`config.mk`:
```
export PLATFORM = sky130hd
export DESIGN_NAME = aisd_diag_top
export DESIGN_NICKNAME = d
export VERILOG_FILES = /design/src/aisd_pkg.sv /design/src/aisd_diag_top.sv /design/src/aisd_scaler.sv
export VERILOG_INCLUDE_DIRS = /design/src
export SDC_FILE = /design/constraint.sdc
export NUM_CORES = 1
export LEC_CHECK = 0
export BUFFER_PORTS_ARGS = -buffer_cell sky130_fd_sc_hd__buf_2
export CORE_MARGIN = 3
export CORE_UTILIZATION = 47
export CTS_CLUSTER_DIAMETER = 40
export DETAILED_ROUTE_END_ITERATION = 12
export GPL_TIMING_DRIVEN = 0
export PLACE_DENSITY = 0.65
export SYNTH_ARGS = -nofsm -noshare
export SYNTH_HDL_FRONTEND = slang
export SYNTH_SLANG_ARGS = --single-unit
```
`constraint.sdc`:
```
create_clock -name clk_i -period 102.3 [get_ports clk_i]
set_clock_uncertainty 0.05 [all_clocks]
set_input_delay 10.23 -clock clk_i [delete_from_list [all_inputs] [get_ports clk_i]]
set_output_delay 10.23 -clock clk_i [all_outputs]
set_load 0.01 [all_outputs]
```
`src/aisd_defs.svh`:
```
`ifndef AISD_DEFS_SVH
`define AISD_DEFS_SVH

// ************************************************************
// timing
// ************************************************************
`define AISD_CLK_PERIOD_NS 100
`define AISD_US_NS 1000
`define AISD_US_CYCLES (`AISD_US_NS / `AISD_CLK_PERIOD_NS)

// ************************************************************
// function numbers
// ************************************************************
`define AISD_FN_OFF 8'hFF
`define AISD_FN_BI_27648 8'h12
`define AISD_FN_UNI_27648 8'h10
`define AISD_FN_BI_16384 8'h22
`define AISD_FN_UNI_16384 8'h20
`define AISD_FN_RESET 8'h12

// ************************************************************
// scaling
// ************************************************************
`define AISD_NOM_27648 32'sh00006C00
`define AISD_NOM_16384 32'sh00004000
`define AISD_FULL_MV 32'sh00002710
`define AISD_HI_27648 16'h7EFF
`define AISD_LO_BI_27648 16'h8100
`define AISD_LO_UNI_27648 16'hED00
`define AISD_HI_16384 16'h5000
`define AISD_LO_BI_16384 16'hB000
`define AISD_LO_UNI_16384 16'hF333

// ************************************************************
// diagnostic bytes
// ************************************************************
`define AISD_SUM_MOD_FAIL 0
`define AISD_SUM_INTERNAL 1
`define AISD_SUM_EXTERNAL 2
`define AISD_SUM_CHANNEL 3
`define AISD_SUM_AUX 4
`define AISD_SUM_PARAM 7
`define AISD_INT_COMM 4
`define AISD_CH_CFG 0
`define AISD_CH_UNDER 6
`define AISD_CH_OVER 7
`define AISD_MODULE_INFO 8'h15
`define AISD_CHANNEL_KIND 8'h71
`define AISD_BITS_PER_CH 8'h08
`define AISD_CHANNEL_COUNT 8'h04
`define AISD_RESERVED_BYTE 8'h00

// ************************************************************
// record access keys
// ************************************************************
`define AISD_RS_SHORT 16'h0000
`define AISD_RS_FULL 16'h0001
`define AISD_RS_FN_BASE 16'h0080
`define AISD_IX_SHORT 16'h2F00
`define AISD_IX_FULL 16'h2F01
`define AISD_IX_FN_BASE 16'h3100
`define AISD_SX_INDEX 16'h5005
`define AISD_SX_FIRST 8'h02
`define AISD_SX_LAST_BYTE 8'h11
`define AISD_SX_STAMP 8'h13
`define AISD_LEN_FULL 5'h14
`define AISD_LEN_SHORT 5'h04
`define AISD_LEN_STAMP 5'h04
`define AISD_LEN_ONE 5'h01
`define AISD_STAMP_BYTE 5'h10

`endif

```
`src/aisd_pkg.sv`:
```
package aisd_pkg;

   // ************************************************************
   // access paths of the record port
   // ************************************************************
   typedef enum logic [1:0] {
      AISD_PATH_RECORD_SET,
      AISD_PATH_DICT_INDEX,
      AISD_PATH_SUBINDEX,
      AISD_PATH_NONE
   } aisd_path_t;

   typedef logic [7:0] aisd_byte_t;
   typedef logic signed [15:0] aisd_word_t;

endpackage : aisd_pkg

```
`src/aisd_diag_top.sv`:
```
`timescale 1ns/10ps
`include "aisd_defs.svh"

// Notes on behaviour
// - function number FFh switches a channel off; it is then not measured
// - codes 12h and 10h report D = 27648 x U / 10
// - 27648 formats clamp at 32511 high, -32512 bipolar, -4864 unipolar low
// - codes 22h and 20h report D = 16384 x U / 10
// - 16384 formats clamp at 20480 high, -20480 bipolar, -3277 unipolar low
// - a channel error lights that channel's indicator and enters the record
// - no diagnostic interrupt; diagnostics only through reading the record
// - error kinds: configuration, range overflow and range underflow
// - record set 01h gives the whole record, 00h its first 4 bytes
// - dictionary index 2F01h gives the whole record, 2F00h the first 4
// - index 5005h subindices 02h to 11h map record bytes 0 to 15, 13h the timestamp
// - summary byte bits 0 to 4 flag failure, internal, external, channel, supply
// - summary bit 7 flags a parameterization error
// - module info holds class 0101b and channel info bit 4
// - fixed descriptors 15h, 71h, 08h, 04h; error bytes reset to 00h
// - four channel error bytes, four zero bytes, then 4-byte timestamp
// - channel byte: bit 0 configuration, bit 6 underflow, bit 7 overflow
// - channel summary bit n marks an error on channel n
// - 32-bit microsecond counter from zero at reset, wrapping
// - a new diagnostic event stores the microsecond counter value

module aisd_diag_top (
   input wire logic clk_i,
   input wire logic rst_b_i,
   input wire logic adc_valid_i,
   input wire logic [1:0] adc_ch_i,
   input wire logic signed [15:0] adc_mv_i,
   input wire logic module_fail_i,
   input wire logic aux_missing_i,
   input wire logic comm_err_i,
   input wire logic rec_req_i,
   input wire logic rec_write_i,
   input wire aisd_pkg::aisd_path_t rec_path_i,
   input wire logic [15:0] rec_key_i,
   input wire logic [7:0] rec_sub_i,
   input wire logic [4:0] rec_byte_i,
   input wire logic [7:0] rec_wdata_i,
   output logic rec_valid_o,
   output logic rec_err_o,
   output aisd_pkg::aisd_byte_t rec_data_o,
   output logic [4:0] rec_len_o,
   output logic [3:0][15:0] chan_value_o,
   output logic [3:0] chan_led_o,
   output logic mod_led_o
);
   import aisd_pkg::*;

   localparam int unsigned US_LAST = `AISD_US_CYCLES - 1;

   logic [7:0] fn_q [4];
   logic [3:0] over_q;
   logic [3:0] under_q;
   logic [3:0] cfg_err;
   logic [3:0] fn_wr;
   logic [7:0] chan_err [4];
   logic [7:0] chan_sum;
   logic [7:0] diag_sum;
   logic [7:0] int_faults;
   logic [39:0] diag_now;
   logic [39:0] diag_prev_q;
   logic diag_event;
   logic [3:0] pre_q;
   logic [31:0] us_q;
   logic [31:0] stamp_q;
   logic [7:0] sc_fn;
   aisd_word_t sc_code;
   logic sc_over;
   logic sc_under;
   logic sc_active;
   logic sc_cfg_err;
   logic [7:0] cfg_fn [4];
   logic [7:0] cfg_unused_fn;
   logic hit;
   logic is_fn;
   logic [1:0] fn_sel;
   logic [4:0] idx;
   logic [4:0] len;
   logic [7:0] rbyte;

   // ************************************************************
   // scaling of the incoming sample
   // ************************************************************
   assign sc_fn = fn_q[adc_ch_i];

   aisd_scaler u_scaler (
      .fn_i(sc_fn),
      .mv_i(adc_mv_i),
      .code_o(sc_code),
      .over_o(sc_over),
      .under_o(sc_under),
      .active_o(sc_active),
      .cfg_err_o(sc_cfg_err)
   );

   // ************************************************************
   // per channel state
   // ************************************************************
   generate
      for (genvar i = 0; i < 4; i++) begin : g_ch
         logic sample_hit;

         assign sample_hit = adc_valid_i && (adc_ch_i == 2'(i));

         // function number, written over the record port
         always_ff @(posedge clk_i) begin
            if (!rst_b_i) begin
               fn_q[i] <= `AISD_FN_RESET;
            end else if (fn_wr[i]) begin
               fn_q[i] <= rec_wdata_i;
            end
         end

         // configuration check of the stored function number
         aisd_scaler u_cfg (
            .fn_i(fn_q[i]),
            .mv_i(16'h0000),
            .code_o(),
            .over_o(),
            .under_o(),
            .active_o(),
            .cfg_err_o(cfg_err[i])
         );

         // converted value and range flags
         always_ff @(posedge clk_i) begin
            if (!rst_b_i) begin
               chan_value_o[i] <= 16'h0000;
               over_q[i] <= 1'b0;
               under_q[i] <= 1'b0;
            end else if (fn_q[i] == `AISD_FN_OFF || cfg_err[i]) begin
               over_q[i] <= 1'b0;
               under_q[i] <= 1'b0;
            end else if (sample_hit && sc_active) begin
               chan_value_o[i] <= sc_code;
               over_q[i] <= sc_over;
               under_q[i] <= sc_under;
            end
         end

         // channel specific error byte
         always_comb begin
            chan_err[i] = 8'h00;
            chan_err[i][`AISD_CH_CFG] = cfg_err[i];
            chan_err[i][`AISD_CH_UNDER] = under_q[i];
            chan_err[i][`AISD_CH_OVER] = over_q[i];
         end

         assign chan_sum[i] = |chan_err[i];
         assign chan_sum[i + 4] = 1'b0;
         assign cfg_fn[i] = fn_q[i];
      end
   endgenerate

   assign cfg_unused_fn = cfg_fn[0];

   // ************************************************************
   // module summary bytes
   // ************************************************************
   always_comb begin
      int_faults = 8'h00;
      int_faults[`AISD_INT_COMM] = comm_err_i;
      diag_sum = 8'h00;
      diag_sum[`AISD_SUM_MOD_FAIL] = module_fail_i;
      diag_sum[`AISD_SUM_INTERNAL] = |int_faults;
      diag_sum[`AISD_SUM_EXTERNAL] = |(over_q | under_q);
      diag_sum[`AISD_SUM_CHANNEL] = |chan_sum;
      diag_sum[`AISD_SUM_AUX] = aux_missing_i;
      diag_sum[`AISD_SUM_PARAM] = |cfg_err;
   end

   // ************************************************************
   // indicators
   // ************************************************************
   always_ff @(posedge clk_i) begin
      if (!rst_b_i) begin
         chan_led_o <= 4'h0;
         mod_led_o <= 1'b0;
      end else begin
         chan_led_o <= chan_sum[3:0];
         mod_led_o <= |diag_sum;
      end
   end

   // ************************************************************
   // microsecond ticker
   // ************************************************************
   always_ff @(posedge clk_i) begin
      if (!rst_b_i) begin
         pre_q <= 4'h0;
         us_q <= 32'h00000000;
      end else if (32'(pre_q) == US_LAST) begin
         pre_q <= 4'h0;
         us_q <= us_q + 32'h00000001;
      end else begin
         pre_q <= pre_q + 4'h1;
      end
   end

   // ************************************************************
   // diagnostic event capture
   // ************************************************************
   assign diag_now = {chan_err[3], chan_err[2], chan_err[1], chan_err[0], diag_sum};
   assign diag_event = |(diag_now & ~diag_prev_q);

   always_ff @(posedge clk_i) begin
      if (!rst_b_i) begin
         diag_prev_q <= 40'h0000000000;
      end else begin
         diag_prev_q <= diag_now;
      end
   end

   always_ff @(posedge clk_i) begin
      if (!rst_b_i) begin
         stamp_q <= 32'h00000000;
      end else if (diag_event) begin
         stamp_q <= us_q;
      end
   end

   // ************************************************************
   // record request decode
   // ************************************************************
   always_comb begin
      hit = 1'b0;
      is_fn = 1'b0;
      fn_sel = rec_key_i[1:0];
      idx = rec_byte_i;
      len = `AISD_LEN_FULL;
      case (rec_path_i)
         AISD_PATH_RECORD_SET: begin
            if (rec_key_i == `AISD_RS_FULL) begin
               hit = rec_byte_i < `AISD_LEN_FULL;
            end else if (rec_key_i == `AISD_RS_SHORT) begin
               len = `AISD_LEN_SHORT;
               hit = rec_byte_i < `AISD_LEN_SHORT;
            end else if (rec_key_i[15:2] == 14'(`AISD_RS_FN_BASE >> 2)) begin
               is_fn = 1'b1;
               len = `AISD_LEN_ONE;
               hit = rec_byte_i == 5'h00;
            end
         end
         AISD_PATH_DICT_INDEX: begin
            if (rec_key_i == `AISD_IX_FULL) begin
               hit = rec_byte_i < `AISD_LEN_FULL;
            end else if (rec_key_i == `AISD_IX_SHORT) begin
               len = `AISD_LEN_SHORT;
               hit = rec_byte_i < `AISD_LEN_SHORT;
            end else if (rec_key_i[15:2] == 14'(`AISD_IX_FN_BASE >> 2)) begin
               is_fn = 1'b1;
               len = `AISD_LEN_ONE;
               hit = rec_byte_i == 5'h00;
            end
         end
         AISD_PATH_SUBINDEX: begin
            if (rec_key_i == `AISD_SX_INDEX) begin
               if (rec_sub_i >= `AISD_SX_FIRST && rec_sub_i <= `AISD_SX_LAST_BYTE) begin
                  len = `AISD_LEN_ONE;
                  idx = 5'(rec_sub_i - `AISD_SX_FIRST);
                  hit = rec_byte_i == 5'h00;
               end else if (rec_sub_i == `AISD_SX_STAMP) begin
                  len = `AISD_LEN_STAMP;
                  idx = `AISD_STAMP_BYTE + 5'(rec_byte_i[1:0]);
                  hit = rec_byte_i < `AISD_LEN_STAMP;
               end
            end
         end
         default: begin
            hit = 1'b0;
         end
      endcase
      if (rec_write_i && !is_fn) begin
         hit = 1'b0;
      end
   end

   assign fn_wr = (rec_req_i && rec_write_i && hit) ? (4'h1 << fn_sel) : 4'h0;

   // ************************************************************
   // record byte layout
   // ************************************************************
   always_comb begin
      rbyte = `AISD_RESERVED_BYTE;
      case (idx)
         5'h00: rbyte = diag_sum;
         5'h01: rbyte = `AISD_MODULE_INFO;
         5'h02: rbyte = `AISD_RESERVED_BYTE;
         5'h03: rbyte = int_faults;
         5'h04: rbyte = `AISD_CHANNEL_KIND;
         5'h05: rbyte = `AISD_BITS_PER_CH;
         5'h06: rbyte = `AISD_CHANNEL_COUNT;
         5'h07: rbyte = chan_sum;
         5'h08: rbyte = chan_err[0];
         5'h09: rbyte = chan_err[1];
         5'h0A: rbyte = chan_err[2];
         5'h0B: rbyte = chan_err[3];
         5'h10: rbyte = stamp_q[7:0];
         5'h11: rbyte = stamp_q[15:8];
         5'h12: rbyte = stamp_q[23:16];
         5'h13: rbyte = stamp_q[31:24];
         default: rbyte = `AISD_RESERVED_BYTE;
      endcase
      if (is_fn) begin
         rbyte = fn_q[fn_sel];
      end
   end

   // ************************************************************
   // record answer, polled only
   // ************************************************************
   always_ff @(posedge clk_i) begin
      if (!rst_b_i) begin
         rec_valid_o <= 1'b0;
         rec_err_o <= 1'b0;
         rec_data_o <= 8'h00;
         rec_len_o <= 5'h00;
      end else begin
         rec_valid_o <= rec_req_i;
         rec_err_o <= rec_req_i && !hit;
         if (rec_req_i) begin
            rec_data_o <= (hit && !rec_write_i) ? rbyte : 8'h00;
            rec_len_o <= hit ? len : 5'h00;
         end
      end
   end

endmodule : aisd_diag_top

```
`src/aisd_scaler.sv`:
```
`timescale 1ns/10ps
`include "aisd_defs.svh"

module aisd_scaler (
   input wire logic [7:0] fn_i,
   input wire logic signed [15:0] mv_i,
   output aisd_pkg::aisd_word_t code_o,
   output logic over_o,
   output logic under_o,
   output logic active_o,
   output logic cfg_err_o
);
   import aisd_pkg::*;

   logic signed [31:0] nom;
   logic signed [31:0] hi;
   logic signed [31:0] lo;
   logic signed [31:0] prod;
   logic signed [31:0] scaled;

   // ************************************************************
   // format select
   // ************************************************************
   always_comb begin
      nom = `AISD_NOM_27648;
      hi = 32'(signed'(`AISD_HI_27648));
      lo = 32'(signed'(`AISD_LO_BI_27648));
      active_o = 1'b1;
      cfg_err_o = 1'b0;
      case (fn_i)
         `AISD_FN_BI_27648: begin
            nom = `AISD_NOM_27648;
         end
         `AISD_FN_UNI_27648: begin
            lo = 32'(signed'(`AISD_LO_UNI_27648));
         end
         `AISD_FN_BI_16384: begin
            nom = `AISD_NOM_16384;
            hi = 32'(signed'(`AISD_HI_16384));
            lo = 32'(signed'(`AISD_LO_BI_16384));
         end
         `AISD_FN_UNI_16384: begin
            nom = `AISD_NOM_16384;
            hi = 32'(signed'(`AISD_HI_16384));
            lo = 32'(signed'(`AISD_LO_UNI_16384));
         end
         `AISD_FN_OFF: begin
            active_o = 1'b0;
         end
         default: begin
            active_o = 1'b0;
            cfg_err_o = 1'b1;
         end
      endcase
   end

   // ************************************************************
   // scale and clamp
   // ************************************************************
   always_comb begin
      prod = 32'(mv_i) * nom;
      scaled = prod / `AISD_FULL_MV;
      over_o = 1'b0;
      under_o = 1'b0;
      code_o = scaled[15:0];
      if (scaled > hi) begin
         over_o = 1'b1;
         code_o = hi[15:0];
      end else if (scaled < lo) begin
         under_o = 1'b1;
         code_o = lo[15:0];
      end
   end

endmodule : aisd_scaler

```
Yosys cells after proc, flatten, opt, wreduce, memory -nomap -nowiden
Memory sizes are Yosys's and may differ from the RTL's.
Index checks and enable logic that the tools add are counted.
W data, S select, Z words.
{"block": "word_totals", "n_memories": 1, "register_bits": 200, "out_inout_bits": 84, "wordCells": 217, "ramBits": 32}
{"memory": "fn_q", "words": 4, "width": 8, "read_ports": 6, "rd_ports_with_merged_regs": 0, "wr": 4, "line_no": "aisd_diag_top.sv:54", "text": "logic [7:0] fn_q [4];"}
{"block": "op_classes", "eq_ne": 51, "magnitude_cmp": 6, "n_div": 1, "n_reduce_logical": 50, "n_addsub": 4, "bitwise": 12, "n_mux": 67, "shifts": 1, "multipliers": 1}
{"cell": "$pmux W8 S15", "count": 1}
{"cell": "$eq A8 B5 Y1 const B", "count": 11}
{"cell": "$eq A8 B6 Y1 const B", "count": 10}
{"cell": "$mux W5", "count": 14}
{"cell": "$mux W8", "count": 6}
{"cell": "$pmux W15 S3", "count": 1}
{"cell": "$and A40 B40 Y40", "count": 1}
{"cell": "$not A40 Y40", "count": 1}
{"cell": "$reduce_or A40 Y1", "count": 1}
{"cell": "$mux W1", "count": 37}
{"cell": "$add A32 B1 Y32 const B", "count": 1}
{"cell": "$div A32 B15 Y32 const B", "count": 1}
{"cell": "$eq A16 B14 Y1 const B", "count": 2}
{"cell": "$eq A8 B8 Y1 const B", "count": 4}
{"cell": "$gt A32 B16 Y1", "count": 1}
{"cell": "$lt A32 B16 Y1", "count": 1}
{"cell": "$mul A16 B16 Y32", "count": 1}
{"cell": "$mux W16", "count": 2}
{"cell": "$mux W14", "count": 2}
{"cell": "$eq A5 B3 Y1 const B", "count": 4}
{"cell": "$eq A5 B4 Y1 const B", "count": 4}
{"cell": "$eq A5 B5 Y1 const B", "count": 4}
{"cell": "$reduce_or A5 Y1", "count": 4}
{"cell": "$reduce_or A19 Y1", "count": 1}
{"cell": "other kinds (35)", "count": 78}

Longest topological paths before layout
Gate-level depths: netlist of run 1.
{"block": "logic_depth", "ltp_word": 14, "ltp_mapped": 150, "mapped_depth_nobuf": 129}

By module
Synthesis of run 1 repeated with hierarchy kept, for this count alone.
{"block": "hier_totals", "hier_cells": 12981, "hier_area_um2": 95628.0}
{"module": "aisd_scaler at g_ch[0].u_cfg ...", "seq_area_each_um2": 0.0, "area_each_um2": 17312.9, "cells_per_inst": 2412, "instances": 4}
{"module": "aisd_scaler at g_ch[2].u_cfg", "seq_area_each_um2": 0.0, "area_each_um2": 16824.9, "cells_per_inst": 2381, "instances": 1}
{"module": "aisd_diag_top", "seq_area_each_um2": 4484.3, "area_each_um2": 9551.7, "cells_per_inst": 952, "instances": 1}

Least setup slack after synthesis of run 1
Ideal clock, no wire load.
{"block": "synth_path", "path_kind": "input to register", "from": "in adc_ch_i[0]", "to": "reg chan_value_o[10] (netlist name)", "cell_stages": 141, "setup_time_ns": 0.125, "path_buffers": 17, "slack_ns": 62.405, "arrival_time_ns": 39.720, "required_ns": 102.125, "path_cell_list": "buf_2 > mux4_2 > nor2b_4 > nand3_2 > buf_2 > clkbuf_1 > and2_1 > ha_1 > fa_1 > inv_1 > fa_1 > inv_1 > ha_1 > ha_1 > ha_1 > ha_1 > buf_2 > o21a_1 > [... 105 more ...] > nand2b_1 > a21oi_1 > nor2b_1 > o21ai_0 > nand2b_1 > a21oi_1 > nor2b_1 > o31a_1 > o21ai_0 > nand2b_1 > a21oi_1 > nor2_1 > o221ai_1 > nand3_1 > nor3_1 > nor3_4 > o2bb2ai_1 > o21ai_1"}
{"block": "synth_between", "elab_chain_len": 9, "elab_cells_between_ends": 21, "classes_between": "mul (1); div (1); order compare (2); eq/ne (4); mux (6); reduce/logical (6); memory (1)"}
{"element": "start, declared", "line_no": "aisd_diag_top.sv:30", "text": "input wire logic [1:0] adc_ch_i,"}
{"element": "$mem_v2 Z4 W8"}
{"element": "$eq A8 B6 Y1", "line_no": "aisd_scaler.sv:30", "text": "case (fn_i)"}
{"element": "$reduce_or A2 Y1 (no source line)"}
{"element": "$mux W14", "line_no": "aisd_scaler.sv:30"}
{"element": "$mul A16 B16 Y32", "line_no": "aisd_scaler.sv:61", "text": "prod = 32'(mv_i) * nom;"}
{"element": "$div A32 B15 Y32 (no source line)"}
{"element": "$lt A32 B16 Y1", "line_no": "aisd_scaler.sv:69", "text": "end else if (scaled < lo) begin"}
{"element": "$mux W16", "line_no": "aisd_scaler.sv:69"}
{"element": "$mux W16", "line_no": "aisd_scaler.sv:66", "text": "if (scaled > hi) begin"}
{"element": "end signal, assigned by index", "line_no": "aisd_diag_top.sv:138", "text": "chan_value_o[i] <= sc_code;"}
{"element": "end, declared", "line_no": "aisd_diag_top.sv:46", "text": "output logic [3:0][15:0] chan_value_o,"}
Several ways; a longest one is shown, not always the timed one.
A chain may end at the register's enable or synchronous reset.

Worst setup path in the final report of run 1
{"block": "layout_path", "from": "in adc_ch_i[1]", "to": "reg chan_value_o[10] (netlist name)"}
The elaborated chain is that of the path after synthesis.

==> results of run 1 <==
[routing by layer]
layer | vias up | wire [um]
met5 | - | 0
met2 | 983 | 37600
li1 | 13300 | -
met1 | 12800 | 37800
met3 | 138 | 5080
met4 | 0 | 2750
[registers in the layout, indices dropped and copies added, names as in the netlist]
signal,cells
rec_err_o,1
diag_prev_q,18
chan_value_o,64
rec_len_o,3
mod_led_o,1
rec_data_o,8
chan_err,8
us_q,32
rec_valid_o,1
pre_q,4
chan_led_o,4
fn_q,32
stamp_q,32
[cells in the final DEF, fill, tap and decap left out, drive strengths merged, types with 121 or more instances in the layout]
cell type  instances
dfxtp            176
inv              129
nor3             121
nand3            132
o21ai            228
buf              225
nand2            330
xnor2            158
ha               127
nor2             346
a21oi            211
[path summary, 6_finish.rpt]
| check | start | to | slack, ps | cells past startpoint |
|---|---|---|---|---|
| worst max register to register | fn_q[3][0]$_SDFFCE_PN0P_ | chan_value_o[10]$_SDFFE_PN0P_ | 63390 | 139 |
| worst max-delay path | adc_ch_i[1] | chan_value_o[10]$_SDFFE_PN0P_ | 53920 | 140 |
| worst min register to register | chan_value_o[36]$_SDFFE_PN0P_ | chan_value_o[36]$_SDFFE_PN0P_ | 390 | 2 |
| worst min-delay path | chan_value_o[36]$_SDFFE_PN0P_ | chan_value_o[36]$_SDFFE_PN0P_ | 390 | 2 |
[worst register-to-register path: cells and delay by family, from the launching register on]
kind,cells,cell delay (ps)
multiplexers,6,2450
flip-flops,1,430
AO/OA/AOI/OAI,48,13110
adder cells (fa/ha/maj),15,5000
XOR/XNOR,5,1800
AND/OR/NAND/NOR,44,10670
buffers and inverters,21,5210
[kinds of logic after synthesis]
logic type	share of synthesized area (%)
AND/OR/NAND/NOR	28.3
AO/OA/AOI/OAI	27.3
buffers and inverters	4.87
XOR/XNOR	8.70
flip-flops	17.3
adder cells (fa/ha/maj)	8.30
multiplexers	5.18
other	0.0145
[metrics by stage]
step | instances | worst slack [ps]
4_1_cts | 4331 | 54720
3_3_place_gp | 4278 | 54170
2_1_floorplan | 3446 | 62400
3_5_place_dp | 4279 | 54320
5_1_grt | 4332 | 51140
6_report | 4332 | 53920
[final cells by class]
cell class	count	area, um2	area share [%]
Buffer	160	782	2.75
Clock buffer	36	774	2.72
Clock inverter	16	204	0.716
Inverter	127	479	1.68
Multi-Input combinational cell	2951	20200	70.9
Sequential cell	208	4480	15.7
Tap cell	696	871	3.06
Timing Repair Buffer	138	696	2.44
==> results.toml, run 1 <==
[run_status]
status = "finished clean"

[route]
finalWirelength_um = 83200
wire_per_inst_um = 19.2
drcViolationCount = 0
drtIter0Drc = 2599
dr.pass1.iters = 6
routed_via_density = 6.28
ant_nets = 0
vias = 27200

[global_routing]
grt_max_degree = 21
grt_pass1_vias = 24400
grt_usage_pct = 27.3
met1_usage_pct = 38.5
grtUsageMet2_pct = 44.6
antenna_found_initial = 0
use_met3_pct = 2.15
grt_first_pass_wirelength_um = 131000
grt-ovfl-total = 0
grt-busiest-layer = "met2"

[logic_synthesis]
synth_most_common_cell = "nor2_1"
netlist_area_um2 = 25900
syn_avg_cell_area_um2 = 7.52
yosysWarnings = 0
synth_area_leaders = "dfxtp_1, ha_1, xnor2_1"
synth_top_area_share_pct = 13.6
synth_commonest_cells = "nor2_1, nand2_1, a21oi_1"
ys_seq_area_share_pct = 17.3
synthArstFlopShare_pct = 0
synth_ff_type = "dfxtp_1"
ys_ff_latch = 208
synth_edf_count = 32
synth_area_leader_cell = "dfxtp_1"
synthCells = 3445
synth_cell_type_count = 141

[floorplanning]
ios = 149
fp-row-count = 85
core_um2 = 54100
die_y_um = 241
start_util_pct = 47.9
dieArea_um2 = 58000
die_x_um = 241

[worst_setup_path]
arrival_ps = 48720
critical_path_required_ps = 102640
cp_num_buf_inv = 23
cp_top_family = "compound AO/OA/AOI/OAI gates"
slowest_stage = "o31ai_1"
start_kind = "input port"
max_stage_delay_ps = 710
crit_type = "in2reg"
cp_max_fo = 11
cp-end-kind = "register"
crit_top_cell = "ha_1"

[clock_network]
root_buffer = "clkbuf_16"
cts_made_buffers = 28
htreeDepth = 1
cts_tree = "yes"
cts_setup_buffers = 0
clkTransAtPathRegs_ps = 60
clk_latency_ps = 520
cts_buffer_depth = 3
cts.sinks = 208
cts_hold_buf = 0
cts_resized = 0

[timing]
setup-violations-final = 0
hold_viol = 0
setup_tns_ps = 0
post-route-period-util_pct = 47.3
fin_hold_ws_ps = 394
rsz0062_at_grt = "no"
slew_headroom_pct = 20.9
max_freq_ghz = 0.0207
maxSlewViolCount = 0
tightest_slew_ps = 1180
fin_crit_ps = 48380

[finish]
nNetsFinal = 3834
diodes = 0
area_growth_pct = 9.92
fillers = 5332
final_core_util_pct = 52.6
drive_above_1_share_pct = 12.0
final_area_um2 = 28500

[min_path]
hp-class = "reg2reg"

[place]
portBuffers = 136
placed_cell_area_um2 = 27500
gp_congestion = 0.943
dpl.hpwl_um = 66500

[flow_run]
max_cap_violations = 0
Power of run 1 is left out: the tool's default activity adds up to more than one toggle a clock period on the data nets, which glitch-free logic cannot reach.
==> inputs of run 2 (changes only) <==
Settings changed: ABC_AREA from default to 1.
Clock period 102.3 ns to 45.6 ns, I/O delays scaled along.
==> run 2 against run 1 <==
Effect of this change: die area rose by 13%; count of clock-buffer cells in the layout is 5 lower; non-clock buffer count shrank 56; cell count is 28% higher; critical endpoint is now chan_value_o[12]$_SDFFE_PN0P_; synthesized cell count up 31%; global-route usage fell by 1.7 points; first-iteration DRC count decreased by 26%; critical path depth is 40 higher; synthesized area grew 14%; via count up 5.8%; setup slack got worse by 41000 ps; routed wire length increased by 4.6%.
==> results.toml, run 2 <==
[run_status]
status = "finished clean"

[floorplanning]
die_x_um = 256
ios = 149
fp-row-count = 91
core_um2 = 61800
die_y_um = 256
dieArea_um2 = 65700
start_util_pct = 47.6

[worst_setup_path]
crit_top_cell = "nand2_1"
cp-startpoint = "adc_ch_i[1]"
start_kind = "input port"
slowest_stage = "nor4_2"
cp-end-kind = "register"
regToRegEndpoint = "chan_value_o[12]$_SDFFE_PN0P_"
arrival_ps = 33510
cp_max_fo = 10
worstReg2RegStart = "fn_q[0][6]$_SDFFCE_PN0P_"
critical_path_required_ps = 45970
crit_type = "in2reg"
max_stage_delay_ps = 590
ff2ff_setup_slack_ps = 16320
reg2reg_depth = 178

[timing]
setup_tns_ps = 0
maxSlewViolCount = 0
tightest_slew_ps = 1260
rsz0062_at_grt = "no"
setup-violations-final = 0
max_freq_ghz = 0.0302
finalWorstSetupSlack_ps = 12460
post-route-period-util_pct = 72.7
hold_viol = 0
fin_crit_ps = 33140
slew_headroom_pct = 15.5

[logic_synthesis]
ys_seq_area_share_pct = 15.2
synth_area_leader_cell = "nand2_1"
synth_area_leaders = "nand2_1, dfxtp_1, inv_1"
synth_top_area_share_pct = 13.0
netlist_area_um2 = 29400
synth_ff_type = "dfxtp_1"
synth_most_common_cell = "nand2_1"
syn_avg_cell_area_um2 = 6.50
synthCells = 4528
ys_ff_latch = 208
synth_edf_count = 32
synthArstFlopShare_pct = 0
synth_cell_type_count = 87
synth_commonest_cells = "nand2_1, inv_1, nor2_1"
yosysWarnings = 0

[route]
finalWirelength_um = 87000
wire_per_inst_um = 15.7
routed_via_density = 5.19
dr.pass1.iters = 7
ant_nets = 0
vias = 28800
drtIter0Drc = 1919
drcViolationCount = 0

[clock_network]
clk_latency_ps = 530
cts_resized = 0
htreeDepth = 1
cts_tree = "yes"
cts_made_buffers = 24
cts.sinks = 208
clkTransAtPathRegs_ps = 60
cts_setup_buffers = 0
cts_buffer_depth = 3
root_buffer = "clkbuf_16"
cts_hold_buf = 0

[place]
gp_congestion = 0.957
dpl_worst_slack_ps = 12200
dpl.hpwl_um = 73400
portBuffers = 145

[finish]
final_common_cell = "nand2_1"
top_register = "chan_value_o"
layout_common_cells = "nand2_1, inv_1, nor2_1, nand3_1, nand2_2"
area_growth_pct = 8.82
largest_reg_flops = 64
drive_above_1_share_pct = 22.5
nNetsFinal = 4920
diodes = 0
final_core_util_pct = 51.8

[global_routing]
grt-busiest-layer = "met2"
grt-ovfl-total = 0
grt_usage_pct = 25.5
grtUsageMet2_pct = 44.2
antenna_found_initial = 0
grt_max_degree = 21
grt_pass1_vias = 26500
met1_usage_pct = 34.2
grt_first_pass_wirelength_um = 139000
use_met3_pct = 2.35

[min_path]
hold_depth = 2
hp-class = "reg2reg"
whs_endpoint = "diag_prev_q[14]$_SDFF_PN0_"
worstHoldStart = "chan_err[30]$_SDFFE_PP0P_"

[flow_run]
max_cap_violations = 0
-- run 2: cell count changes after synthesis, sizes merged, moves of 68 or more --
cell / delta
nand2: +1112
inv: +584
nand3: +339
nor2: +257
xnor2: -147
and2: -86
mux2i: -76
o21ai: -70
a21oi: -68
a31oi: -68
-- run 2: through the flow --
stage	cell area [um2]	hold WS, ps	cells
after floorplan	29400	373	4529
after global placement	31200	397	5511
after detailed placement	31200	405	5511
after CTS	32000	413	5554
after global routing	32000	433	5554
final	32000	413	5554
-- run 2: cells by family (layout without fill, tap and decap cells) --
kind of cell / after synthesis / count (layout) / share of synthesized area, %
and+or+nand+nor: 2775 / 2775 / 50.6
buffers and inverters: 834 / 1022 / 13.7
AOI/OAI and AO/OA: 451 / 451 / 9.87
DFF: 208 / 208 / 15.2
adders and majority gates: 155 / 155 / 7.30
xor gates and xnor gates: 104 / 104 / 3.29
other: 1 / 2 / 0.0127
-- run 2: per-layer routing --
layer,vias up,wire length (um)
li1,14900,-
met1,13100,39400
met5,-,0
met4,0,2430
met3,134,4410
met2,708,40800
-- run 2: layout make-up --
cell class / count / area [um2]
Fill cell: 6388 / 29800
Multi-Input combinational cell: 3487 / 20900
Sequential cell: 208 / 4480
Inverter: 737 / 2920
Buffer: 97 / 1110
Tap cell: 837 / 1050
Timing Repair Buffer: 145 / 726
Clock buffer: 31 / 669
Clock inverter: 12 / 149
-- run 2: critical path, delay by kind of cell --
family | cells | cell delay, ps
xor+xnor | 1 | 320
compound gates | 10 | 2410
buf+inv | 32 | 4480
fa+ha+maj | 15 | 4580
simple gates | 122 | 16990
-- run 2: worst max-delay path by stage --
stage / end / slack [ps] / cells after the start
after floorplan: chan_value_o[12]$_SDFFE_PN0P_ / 17390 / 189
after global placement: chan_value_o[12]$_SDFFE_PN0P_ / 12240 / 180
after detailed placement: chan_value_o[12]$_SDFFE_PN0P_ / 12200 / 180
after CTS: chan_value_o[12]$_SDFFE_PN0P_ / 12670 / 180
after global routing: chan_value_o[12]$_SDFFE_PN0P_ / 10140 / 188
final: chan_value_o[12]$_SDFFE_PN0P_ / 12460 / 180
Power of run 2 is left out for the same reason.
